## src/logic/fsp_map.vh

```
`ifndef FSP_MAP_VH
`define FSP_MAP_VH
// ----------------------------------------
// program memory segment boundaries
// ----------------------------------------
`define FSP_VS_END        24'h00_01FE
`define FSP_BS_START      24'h00_0200
`define FSP_BS_END_768    24'h00_07FE
`define FSP_BS_END_3840   24'h00_1FFE
`define FSP_BS_END_7936   24'h00_3FFE
`define FSP_BS_END_5376   24'h00_2BFE
`define FSP_END_32K       24'h00_57FE
`define FSP_END_16K       24'h00_2BFE
// ----------------------------------------
// boot size select codes (low two bits)
// ----------------------------------------
`define FSP_BSS_NONE      2'h3
`define FSP_BSS_SMALL     2'h2
`define FSP_BSS_MEDIUM    2'h1
`define FSP_BSS_LARGE     2'h0
// ----------------------------------------
// debug channel select codes
// ----------------------------------------
`define FSP_ICS_PAIR1     2'h3
`define FSP_ICS_PAIR2     2'h2
`define FSP_ICS_PAIR3     2'h1
`define FSP_ICS_RSVD      2'h0
// ----------------------------------------
// segment class codes
// ----------------------------------------
`define FSP_SEG_VECTOR    2'h0
`define FSP_SEG_BOOT      2'h1
`define FSP_SEG_GENERAL   2'h2
`define FSP_SEG_NONE      2'h3
// ----------------------------------------
// debugger reserved ram
// ----------------------------------------
`define FSP_DBG_RAM_BYTES 16'h0050
// ----------------------------------------
// decode sentinels and synchroniser rest levels
// ----------------------------------------
`define FSP_NO_BOOT       24'h00_0000
`define FSP_LINK_IDLE     6'h00
`define FSP_MASTER_CLEAR_PIN_IDLE     1'h1
`endif

```

## src/logic/fsp_segment_protect.v

```verilog
`include "fsp_map.vh"
`default_nettype none
module fsp_segment_protect #(
  parameter IS_32K = 1
) (
  input  wire        clk_sys,
  input  wire        reset,
  input  wire [7:0]  boot_segment_config,
  input  wire [7:0]  general_segment_config,
  input  wire [1:0]  debug_channel_sel,
  input  wire        debug_enable,
  input  wire [23:0] prog_addr,
  input  wire [15:0] ram_addr,
  input  wire [2:0]  prog_debug_clock_pin,
  input  wire [2:0]  prog_debug_data_pin_in,
  input  wire        master_clear_pin_n,
  input  wire        link_data_out,
  input  wire        link_data_oe,
  output reg  [2:0]  prog_debug_data_pin_out,
  output reg  [2:0]  prog_debug_data_pin_oe,
  output reg  [1:0]  segment_class_q,
  output reg         addr_invalid_q,
  output reg         boot_protect_q,
  output reg         general_protect_q,
  output reg  [23:0] boot_end_q,
  output reg         ram_reserved_q,
  output reg  [1:0]  pins_reserved_q,
  output reg         link_clock_q,
  output reg         link_clock_rise_q,
  output reg         link_clock_fall_q,
  output reg         link_data_q,
  output reg         master_clear_active_q,
  output reg         channel_error_q
);

  // ----------------------------------------
  // helper functions
  // ----------------------------------------
  // boot end address per size code; zero means no boot segment
  function [23:0] boot_end_of;
    input [1:0] bss;
    begin
      case (bss)
        `FSP_BSS_SMALL:  boot_end_of = `FSP_BS_END_768;
        `FSP_BSS_MEDIUM: boot_end_of = `FSP_BS_END_3840;
        `FSP_BSS_LARGE:  boot_end_of = IS_32K ? `FSP_BS_END_7936 : `FSP_BS_END_5376;
        default:         boot_end_of = `FSP_NO_BOOT;
      endcase
    end
  endfunction

  // pair index from channel code, 2'h3 when reserved
  function [1:0] pair_of;
    input [1:0] ics;
    begin
      case (ics)
        `FSP_ICS_PAIR1: pair_of = 2'h0;
        `FSP_ICS_PAIR2: pair_of = 2'h1;
        `FSP_ICS_PAIR3: pair_of = 2'h2;
        default:        pair_of = 2'h3;
      endcase
    end
  endfunction

  // class of one program address against the decoded bounds;
  // the vector test comes before the boot test so a tiny boot end can never shadow it
  function [1:0] class_of;
    input [23:0] addr;
    input [23:0] bend;
    input [23:0] fend;
    begin
      if (addr > fend) begin
        class_of = `FSP_SEG_NONE;
      end else if (addr <= `FSP_VS_END) begin
        class_of = `FSP_SEG_VECTOR;
      end else if (bend != `FSP_NO_BOOT && addr <= bend) begin
        class_of = `FSP_SEG_BOOT;
      end else begin
        class_of = `FSP_SEG_GENERAL;
      end
    end
  endfunction

  // one-hot placement of a single bit on the chosen pair;
  // shared by the data and enable paths so they cannot disagree
  function [2:0] pair_mask;
    input       bit_in;
    input [1:0] idx;
    begin
      case (idx)
        2'h0:    pair_mask = {2'h0, bit_in};
        2'h1:    pair_mask = {1'b0, bit_in, 1'b0};
        2'h2:    pair_mask = {bit_in, 2'h0};
        default: pair_mask = 3'h0;
      endcase
    end
  endfunction

  // ----------------------------------------
  // pin synchronisers
  // ----------------------------------------
  wire [2:0] clk_sync;
  wire [2:0] dat_sync;
  wire       master_clear_pin_sync_n;

  // link pins idle low, so a cleared stage matches their rest level
  fsp_sync2 #(
    .WIDTH       (6),
    .RESET_VALUE (`FSP_LINK_IDLE)
  ) u_sync (
    .clk_sys  (clk_sys),
    .reset    (reset),
    .async_in ({prog_debug_data_pin_in, prog_debug_clock_pin}),
    .sync_out ({dat_sync, clk_sync})
  );

  // master clear rests high; clearing it to zero would fake an entry
  // sequence for two cycles after every reset
  fsp_sync2 #(
    .WIDTH       (1),
    .RESET_VALUE (`FSP_MASTER_CLEAR_PIN_IDLE)
  ) u_sync_master_clear_pin (
    .clk_sys  (clk_sys),
    .reset    (reset),
    .async_in (master_clear_pin_n),
    .sync_out (master_clear_pin_sync_n)
  );

  // ----------------------------------------
  // segment decode
  // ----------------------------------------
  wire [23:0] flash_end = IS_32K ? `FSP_END_32K : `FSP_END_16K;
  wire [23:0] bend      = boot_end_of(boot_segment_config[1:0]);
  reg  [1:0]  seg_d;

  // only four classes exist (vector, boot, general, none); nothing secure is decoded
  // the class is registered below, trading a cycle for a flop-driven output
  always @* begin
    seg_d = class_of(prog_addr, bend, flash_end);
  end

  // registered class and protection state
  always @(posedge clk_sys) begin
    if (reset) begin
      segment_class_q   <= `FSP_SEG_VECTOR;
      addr_invalid_q    <= 1'b0;
      boot_protect_q    <= 1'b0;
      general_protect_q <= 1'b0;
      boot_end_q        <= `FSP_NO_BOOT;
    end else begin
      segment_class_q   <= seg_d;
      addr_invalid_q    <= (seg_d == `FSP_SEG_NONE);
      // protection policy bits are active low, as erased config reads ones
      boot_protect_q    <= (seg_d == `FSP_SEG_BOOT) & ~boot_segment_config[3];
      general_protect_q <= (seg_d == `FSP_SEG_GENERAL) & ~general_segment_config[0];
      boot_end_q        <= bend;
    end
  end

  // ----------------------------------------
  // link pin selection and edge finding
  // ----------------------------------------
  wire [1:0] pair   = pair_of(debug_channel_sel);
  wire       pair_ok = (pair != 2'h3);
  wire       sel_clk = pair_ok ? clk_sync[pair] : 1'b0;
  wire       sel_dat = pair_ok ? dat_sync[pair] : 1'b0;

  // edges found from the sampled clock; debugger owns the clock
  // each link clock phase must span at least one system clock or an
  // edge is lost; the pulses trail the pin by three system clocks
  always @(posedge clk_sys) begin
    if (reset) begin
      link_clock_q          <= 1'b0;
      link_clock_rise_q     <= 1'b0;
      link_clock_fall_q     <= 1'b0;
      link_data_q           <= 1'b0;
      master_clear_active_q <= 1'b0;
      channel_error_q       <= 1'b0;
    end else begin
      link_clock_q          <= sel_clk;
      link_clock_rise_q     <= sel_clk & ~link_clock_q;
      link_clock_fall_q     <= ~sel_clk & link_clock_q;
      link_data_q           <= sel_dat;
      master_clear_active_q <= ~master_clear_pin_sync_n;
      channel_error_q       <= ~pair_ok;
    end
  end

  // data pin drive only on the chosen pair; reserved code drives nothing
  // the enable is a flop so the pad never sees a decode glitch, at the
  // price of one cycle between a turnaround request and the pin letting go
  always @(posedge clk_sys) begin
    if (reset) begin
      prog_debug_data_pin_out <= 3'h0;
      prog_debug_data_pin_oe  <= 3'h0;
    end else begin
      prog_debug_data_pin_out <= pair_mask(link_data_out, pair);
      prog_debug_data_pin_oe  <= pair_mask(link_data_oe, pair);
    end
  end

  // ----------------------------------------
  // debugger resource reservation
  // ----------------------------------------
  // only the flags are produced here; the ram and pin owners must honour
  // them while debugging is on, the block does not gate them itself
  always @(posedge clk_sys) begin
    if (reset) begin
      ram_reserved_q  <= 1'b0;
      pins_reserved_q <= 2'h0;
    end else begin
      ram_reserved_q  <= debug_enable & (ram_addr < `FSP_DBG_RAM_BYTES);
      pins_reserved_q <= {2{debug_enable}};
    end
  end

endmodule
`default_nettype wire

```

## src/logic/fsp_sync2.v

```verilog
`default_nettype none
// ----------------------------------------
// two-stage synchroniser for pin levels
// ----------------------------------------
module fsp_sync2 #(
  parameter             WIDTH       = 1,
  parameter [WIDTH-1:0] RESET_VALUE = {WIDTH{1'b0}}
) (
  input  wire             clk_sys,
  input  wire             reset,
  input  wire [WIDTH-1:0] async_in,
  output reg  [WIDTH-1:0] sync_out
);
  reg [WIDTH-1:0] meta_q;

  // first stage feeds only the second
  always @(posedge clk_sys) begin
    if (reset) begin
      // stages rest at the pin's idle level so reset fakes no edge
      meta_q   <= RESET_VALUE;
      sync_out <= RESET_VALUE;
    end else begin
      meta_q   <= async_in;
      sync_out <= meta_q;
    end
  end
endmodule
`default_nettype wire

```

## config.mk

```make
export PLATFORM = sky130hd
export DESIGN_NAME = fsp_segment_protect
export DESIGN_NICKNAME = d
export VERILOG_FILES = /design/src/logic/fsp_segment_protect.v /design/src/logic/fsp_sync2.v
export VERILOG_INCLUDE_DIRS = /design/src /design/src/logic
export SDC_FILE = /design/constraint.sdc
export NUM_CORES = 1
export LEC_CHECK = 0
export ABC_AREA = 1
export BUFFER_PORTS_ARGS = -buffer_cell sky130_fd_sc_hd__buf_4
export CAP_MARGIN = 10
export CORE_UTILIZATION = 46
export CTS_CLUSTER_DIAMETER = 200
export DETAILED_ROUTE_END_ITERATION = 10
export PLACE_DENSITY = 0.85
export SETUP_SLACK_MARGIN = 0.5
export SYNTH_ARGS = -nofsm -noshare
export SYNTH_HDL_FRONTEND = slang
export SYNTH_SLANG_ARGS = --single-unit
```

## constraint.sdc

```tcl
create_clock -name clk_sys -period 3.65 [get_ports clk_sys]
set_input_delay 0.365 -clock clk_sys [delete_from_list [all_inputs] [get_ports clk_sys]]
set_output_delay 0.365 -clock clk_sys [all_outputs]
set_load 0.02 [all_outputs]
```

Yosys cells after proc, flatten, opt, wreduce, memory -nomap -nowiden. Index checks and enable logic that the tools add are counted.

Register bits: 57. Word-level logic and storage cells: 63.

Order comparisons: 5. Eq/ne operators: 11. Muxes and demuxes: 12. Bitwise gates (word level): 11. Reductions and logical operators: 5.

Operator list (count): $pmux W14 S3 (1); $gt A24 B15 Y1 const B (1); $le A24 B24 Y1 (1); $le A24 B9 Y1 const B (1); $reduce_bool A24 Y1 (1); $pmux W3 S3 (2); $lt A16 B7 Y1 const B (1); $eq A2 B2 Y1 const B (6); $eq A2 B1 Y1 const B (4); $mux W2 (3); $not A1 Y1 (6); $pmux W2 S3 (1); $and A1 B1 Y1 (5); $bmux W1 S2 (2); $logic_not A2 Y1 (2); $lt A2 B3 Y1 const B (1); $mux W1 (3); $ne A2 B2 Y1 const B (1); $reduce_or A2 Y1 (1); $logic_and A1 B1 Y1 (1).

Longest topological paths before layout.
Word-level depth: 9. Mapped depth: 17.

By module. From an unflattened synthesis, not the netlist that was laid out.

Cell total of the unflattened synthesis: 252. Area, all modules: 1880.6 sq um.

By module, submodules not included: fsp_segment_protect (instances 1, cells each 208, area an instance 1480.2 sq um, seq. area each 440.4 sq um); fsp_sync2 at u_sync (instances 1, cells each 37, area an instance 341.6 sq um, seq. area each 240.2 sq um); fsp_sync2 at u_sync_master_clear_pin (instances 1, cells each 7, area an instance 58.8 sq um, seq. area each 40.0 sq um).

Worst setup path before layout. OpenSTA, ideal clock, no wires.

Path type: input -> register. Start: input boot_segment_config[1]. End: register boot_protect_q. Library setup time: 64 ps. Arrival: 1754 ps. Data required time: 3586 ps. Slack: 1832 ps. Stages on the path: 12. Cell sequence: or2_2 ha_1 nand2_1 nor2_1 nand2_1 nor3_1 nand4_1 nand2_1 nand3_1 nand2_1 nand2_1 nor2_1.

Word-level cells in the longest chain between the ends: 9. Elaborated cells on any way between the ends: 12. Those cells by class: order compare (1); eq/ne (3); mux (4); bitwise (1); reduce/logical (3).

Ends and longest elaborated chain: start: declaration (RTL line fsp_segment_protect.v:8) `input wire [7:0] boot_segment_config,`; $eq A2 B1 Y1 (tied with other cells) (RTL line fsp_segment_protect.v:43) `case (bss)`; $pmux W14 S3 * (RTL line fsp_segment_protect.v:43); $le A24 B24 Y1 / $reduce_bool A24 Y1 (equally long branches); $logic_and A1 B1 Y1 * (RTL line fsp_segment_protect.v:76) `` end else if (bend != `FSP_NO_BOOT && addr <= bend) begin ``; $mux W2 * (RTL line fsp_segment_protect.v:76); $mux W2 * (RTL line fsp_segment_protect.v:74) `` end else if (addr <= `FSP_VS_END) begin ``; $mux W2 * (RTL line fsp_segment_protect.v:72) `if (addr > fend) begin`; $eq A2 B1 Y1 (no source line) *; $and A1 B1 Y1 * (RTL line fsp_segment_protect.v:154) `` boot_protect_q <= (seg_d == `FSP_SEG_BOOT) & ~boot_segment_config[3]; ``; end signal: assignment (RTL line fsp_segment_protect.v:154); end: declaration (RTL line fsp_segment_protect.v:23) `output reg boot_protect_q,`.

Mark *: on every way between the ends. The rest lies on a longest branch, timed or not. A chain may end at the register's enable or synchronous reset.

Worst setup path in the final report. Same ends and word-level chain as after synthesis.

==> results.toml <==
[timing]
slew_viol_final = 0
rsz0062_at_grt = "false"
hold_viol_final = 0
fin_setup_tns_ns = 0
fin_hold_ws_ns = 0.270
period_share_pct = 52.3
fin_crit_ns = 1.91
setup_viol = 0
skew_ns = 0.00388
post-route-worst-setup-slack_ns = 1.74
max_freq_mhz = 524

[placed_design]
pre_cts_slack_ns = 1.46
globalplace.congestion = 0.849
portBuffers = 86
dp_hpwl_um = 3070

[global_routing]
antenna_found_initial = 0
grt_pass1_wl_um = 6240
met3_usage_pct = 3.13
grt_pass1_vias = 1530
grt_usage_pct = 18.9
grt_busiest_layer = "met2"
met2_usage_pct = 32.8
gr-total-overflow = 0
grt_util_met1_pct = 22.0
grt_start_max_net_pins = 23

[final_layout]
nFillCells = 330
seq_area_um2 = 721
layout-drive-gt1-share_pct = 30.1
antenna_cells = 0
area_growth_pct = 35.3
multi_input_area_um2 = 779
nNetsFinal = 416

[power_and_ir_drop]
irDropWorstVdd_mv = 0.161
p_leak_nw = 1.39
cellPowerDensity_nw_per_um2 = 353

[min_path]
hold_path.class = "input pin to flip-flop"

[synth]
synth-seq-cells = 36
synthCells = 262
yosysUniqueCellTypes = 26
ys_seq_area_share_pct = 39.3
yosysWarnings = 0
avgSynthCellArea_um2 = 6.99
synth_area_um2 = 1830

[clock_tree]
cts.sinks = 36
cts_buffer_depth = 2
cts_root_buf = "clkbuf_8"
cts_tree = "yes"
ctsResizeCount = 0
cts_setup_buffers = 0
clk_latency_ns = 0.28
h-tree-depth = 2
clk_pin_slew_ns = 0.06
postCtsHoldBufs = 0
cts_buffers = 5

[routing]
drc = 0
avgRoutedWirePerCell_um = 9.85
ant_nets = 0
drt_first_pass_iters = 4
dr.first_iter.drc_count = 58
vias = 1741
viasPerCell = 4.50
finalWirelength_um = 3810

[worst_setup_path]
cp_common_cell = "nand2_1"
crit_arrival_ns = 2.13
critPathLaunchType = "input pin"
worstSetupPathType = "input pin to flip-flop"
cp_slowest_cell = "or2_2"
end_kind = "flip-flop"
cp_cell_sequence = "buf_4 > or2_2 > ha_1 > nand2_1 > nor2_1 > nand2_1 > nor3_1 > nand4_1 > nand2_1 > nand3_1 > nand2_1 > nand2_1 > nor2_1"
crit_family = "simple AND/OR/NAND/NOR gates"
slowest_delay_ns = 0.31
cp_max_fo = 8
worstPathRequired_ns = 3.87
critPathBufInv = 1

[floorplan]
ioPinCount = 114
floorplan.rows = 22
design.die.area_um2 = 4240
die_w_um = 65.1
start_util_pct = 48.9
coreArea_um2 = 3740
die_h_um = 65.1

[run_status]
outcome = "completed"

[run]
drv_cap = 0
-- area by class of cell --
cell class	count	area share, %
flip-flops and latches	36	29.1
multi-input cells	163	31.4
repair buffers	86	26.0
well taps	48	2.42
inverters	47	7.12
clock buffers	7	3.89
-- worst register-to-register path: stages, from the launching register on --
cell	delay (ns)
dfxtp_1	0.30
nand2_1	0.06
nand2_1	0.04
a21oi_1	0.11
inv_1	0.07
nand2_1	0.07
nor2_1	0.04
-- through the flow --
stage | total power, mW | instance area, µm² | cells | util (%)
6_report | 0.875 | 2480 | 387 | 66.2
5_1_grt | 0.915 | 2480 | 387 | 66.2
4_1_cts | 0.879 | 2480 | 387 | 66.2
3_5_place_dp | 0.593 | 2380 | 380 | 63.6
3_3_place_gp | 0.589 | 2380 | 380 | 63.6
2_1_floorplan | 0.528 | 1870 | 272 | -
-- cells in the mapped netlist --
| cell | n | share of area (%) |
|---|---|---|
| o31ai_1 | 1 | 0.41 |
| o41ai_1 | 1 | 0.48 |
| inv_1 | 47 | 9.6 |
| nand2_2 | 2 | 0.68 |
| nor3_1 | 6 | 1.6 |
| nor2_4 | 1 | 0.61 |
| dlygate4sd1_1 | 1 | 0.48 |
| nand3_1 | 14 | 3.8 |
| nand3_2 | 1 | 0.55 |
| o211ai_1 | 1 | 0.41 |
| o21bai_1 | 1 | 0.41 |
| a21oi_1 | 5 | 1.4 |
| o21ai_0 | 2 | 0.55 |
| nor2_1 | 49 | 10 |
| nor2_2 | 1 | 0.34 |
| dfxtp_1 | 36 | 39 |
| nand3b_1 | 2 | 0.82 |
| ha_1 | 7 | 4.8 |
| buf_4 | 22 | 9.0 |
| conb_1 | 1 | 0.20 |
| buf_6 | 1 | 0.61 |
| nor4_1 | 3 | 1.0 |
| nand4_1 | 4 | 1.4 |
| nand2_1 | 47 | 9.6 |
| or2_2 | 4 | 1.4 |
| clkbuf_1 | 2 | 0.41 |
-- cells by family after synthesis --
logic type,after synthesis,synth area share [%]
AO/OA/AOI/OAI,11,3.62
adder cells (fa/ha/maj),7,4.78
buffers and inverters,73,20.2
flip-flops,36,39.3
other,1,0.205
AND/OR/NAND/NOR,134,31.9
-- layout by cell type (no fill, tap or decap) --
cell type and n:
dfxtp_1 36, o211ai_1 1, o31ai_1 1, o21ai_0 2
buf_4 86, o21bai_1 1, inv_1 47, nand4_1 4
ha_1 7, a21oi_1 5, nor4_1 3, nor2_2 1
nand3b_1 2, clkbuf_8 7, o41ai_1 1, nand3_2 1
nand2_2 2, or2_2 4, conb_1 11, nor3_1 6
nand2_1 47, nor2_1 49, nor2_4 1, nand3_1 14
-- registers in the layout, summed over array words and instances (netlist names) --
name / count
link_clock_q: 1
u_sync.sync_out: 6
boot_end_q: 3
addr_invalid_q: 1
master_clear_active_q: 1
general_protect_q: 1
segment_class_q: 2
prog_debug_data_pin_oe: 3
pins_reserved_q: 1
prog_debug_data_pin_out: 3
link_data_q: 1
link_clock_fall_q: 1
u_sync_master_clear_pin.sync_out: 1
u_sync.meta_q: 6
ram_reserved_q: 1
link_clock_rise_q: 1
u_sync_master_clear_pin.meta_q: 1
channel_error_q: 1
boot_protect_q: 1
-- metal layers --
layer  vias to the layer above  wire length, µm
li1                        916                -
met1                       747             1650
met2                        68             1870
met3                        10              214
met4                         0               85
met5                         -                0
-- where the power goes --
group          internal, mW  switching [mW]
registers             0.408         0.00575
clock network         0.168           0.121
logic                0.0785          0.0934
total                 0.654           0.221
-- final timing paths --
check	startpoint	end	slack (ns)	cells past startpoint
min	master_clear_pin_n	u_sync_master_clear_pin.meta_q	0.27	2
max reg2reg	u_sync.sync_out[1]	link_clock_rise_q	2.85	6
min reg2reg	u_sync_master_clear_pin.sync_out	master_clear_active_q	0.39	1
max	boot_segment_config[1]	boot_protect_q	1.74	13
No activity file was read; power rests on OpenSTA's default activity.
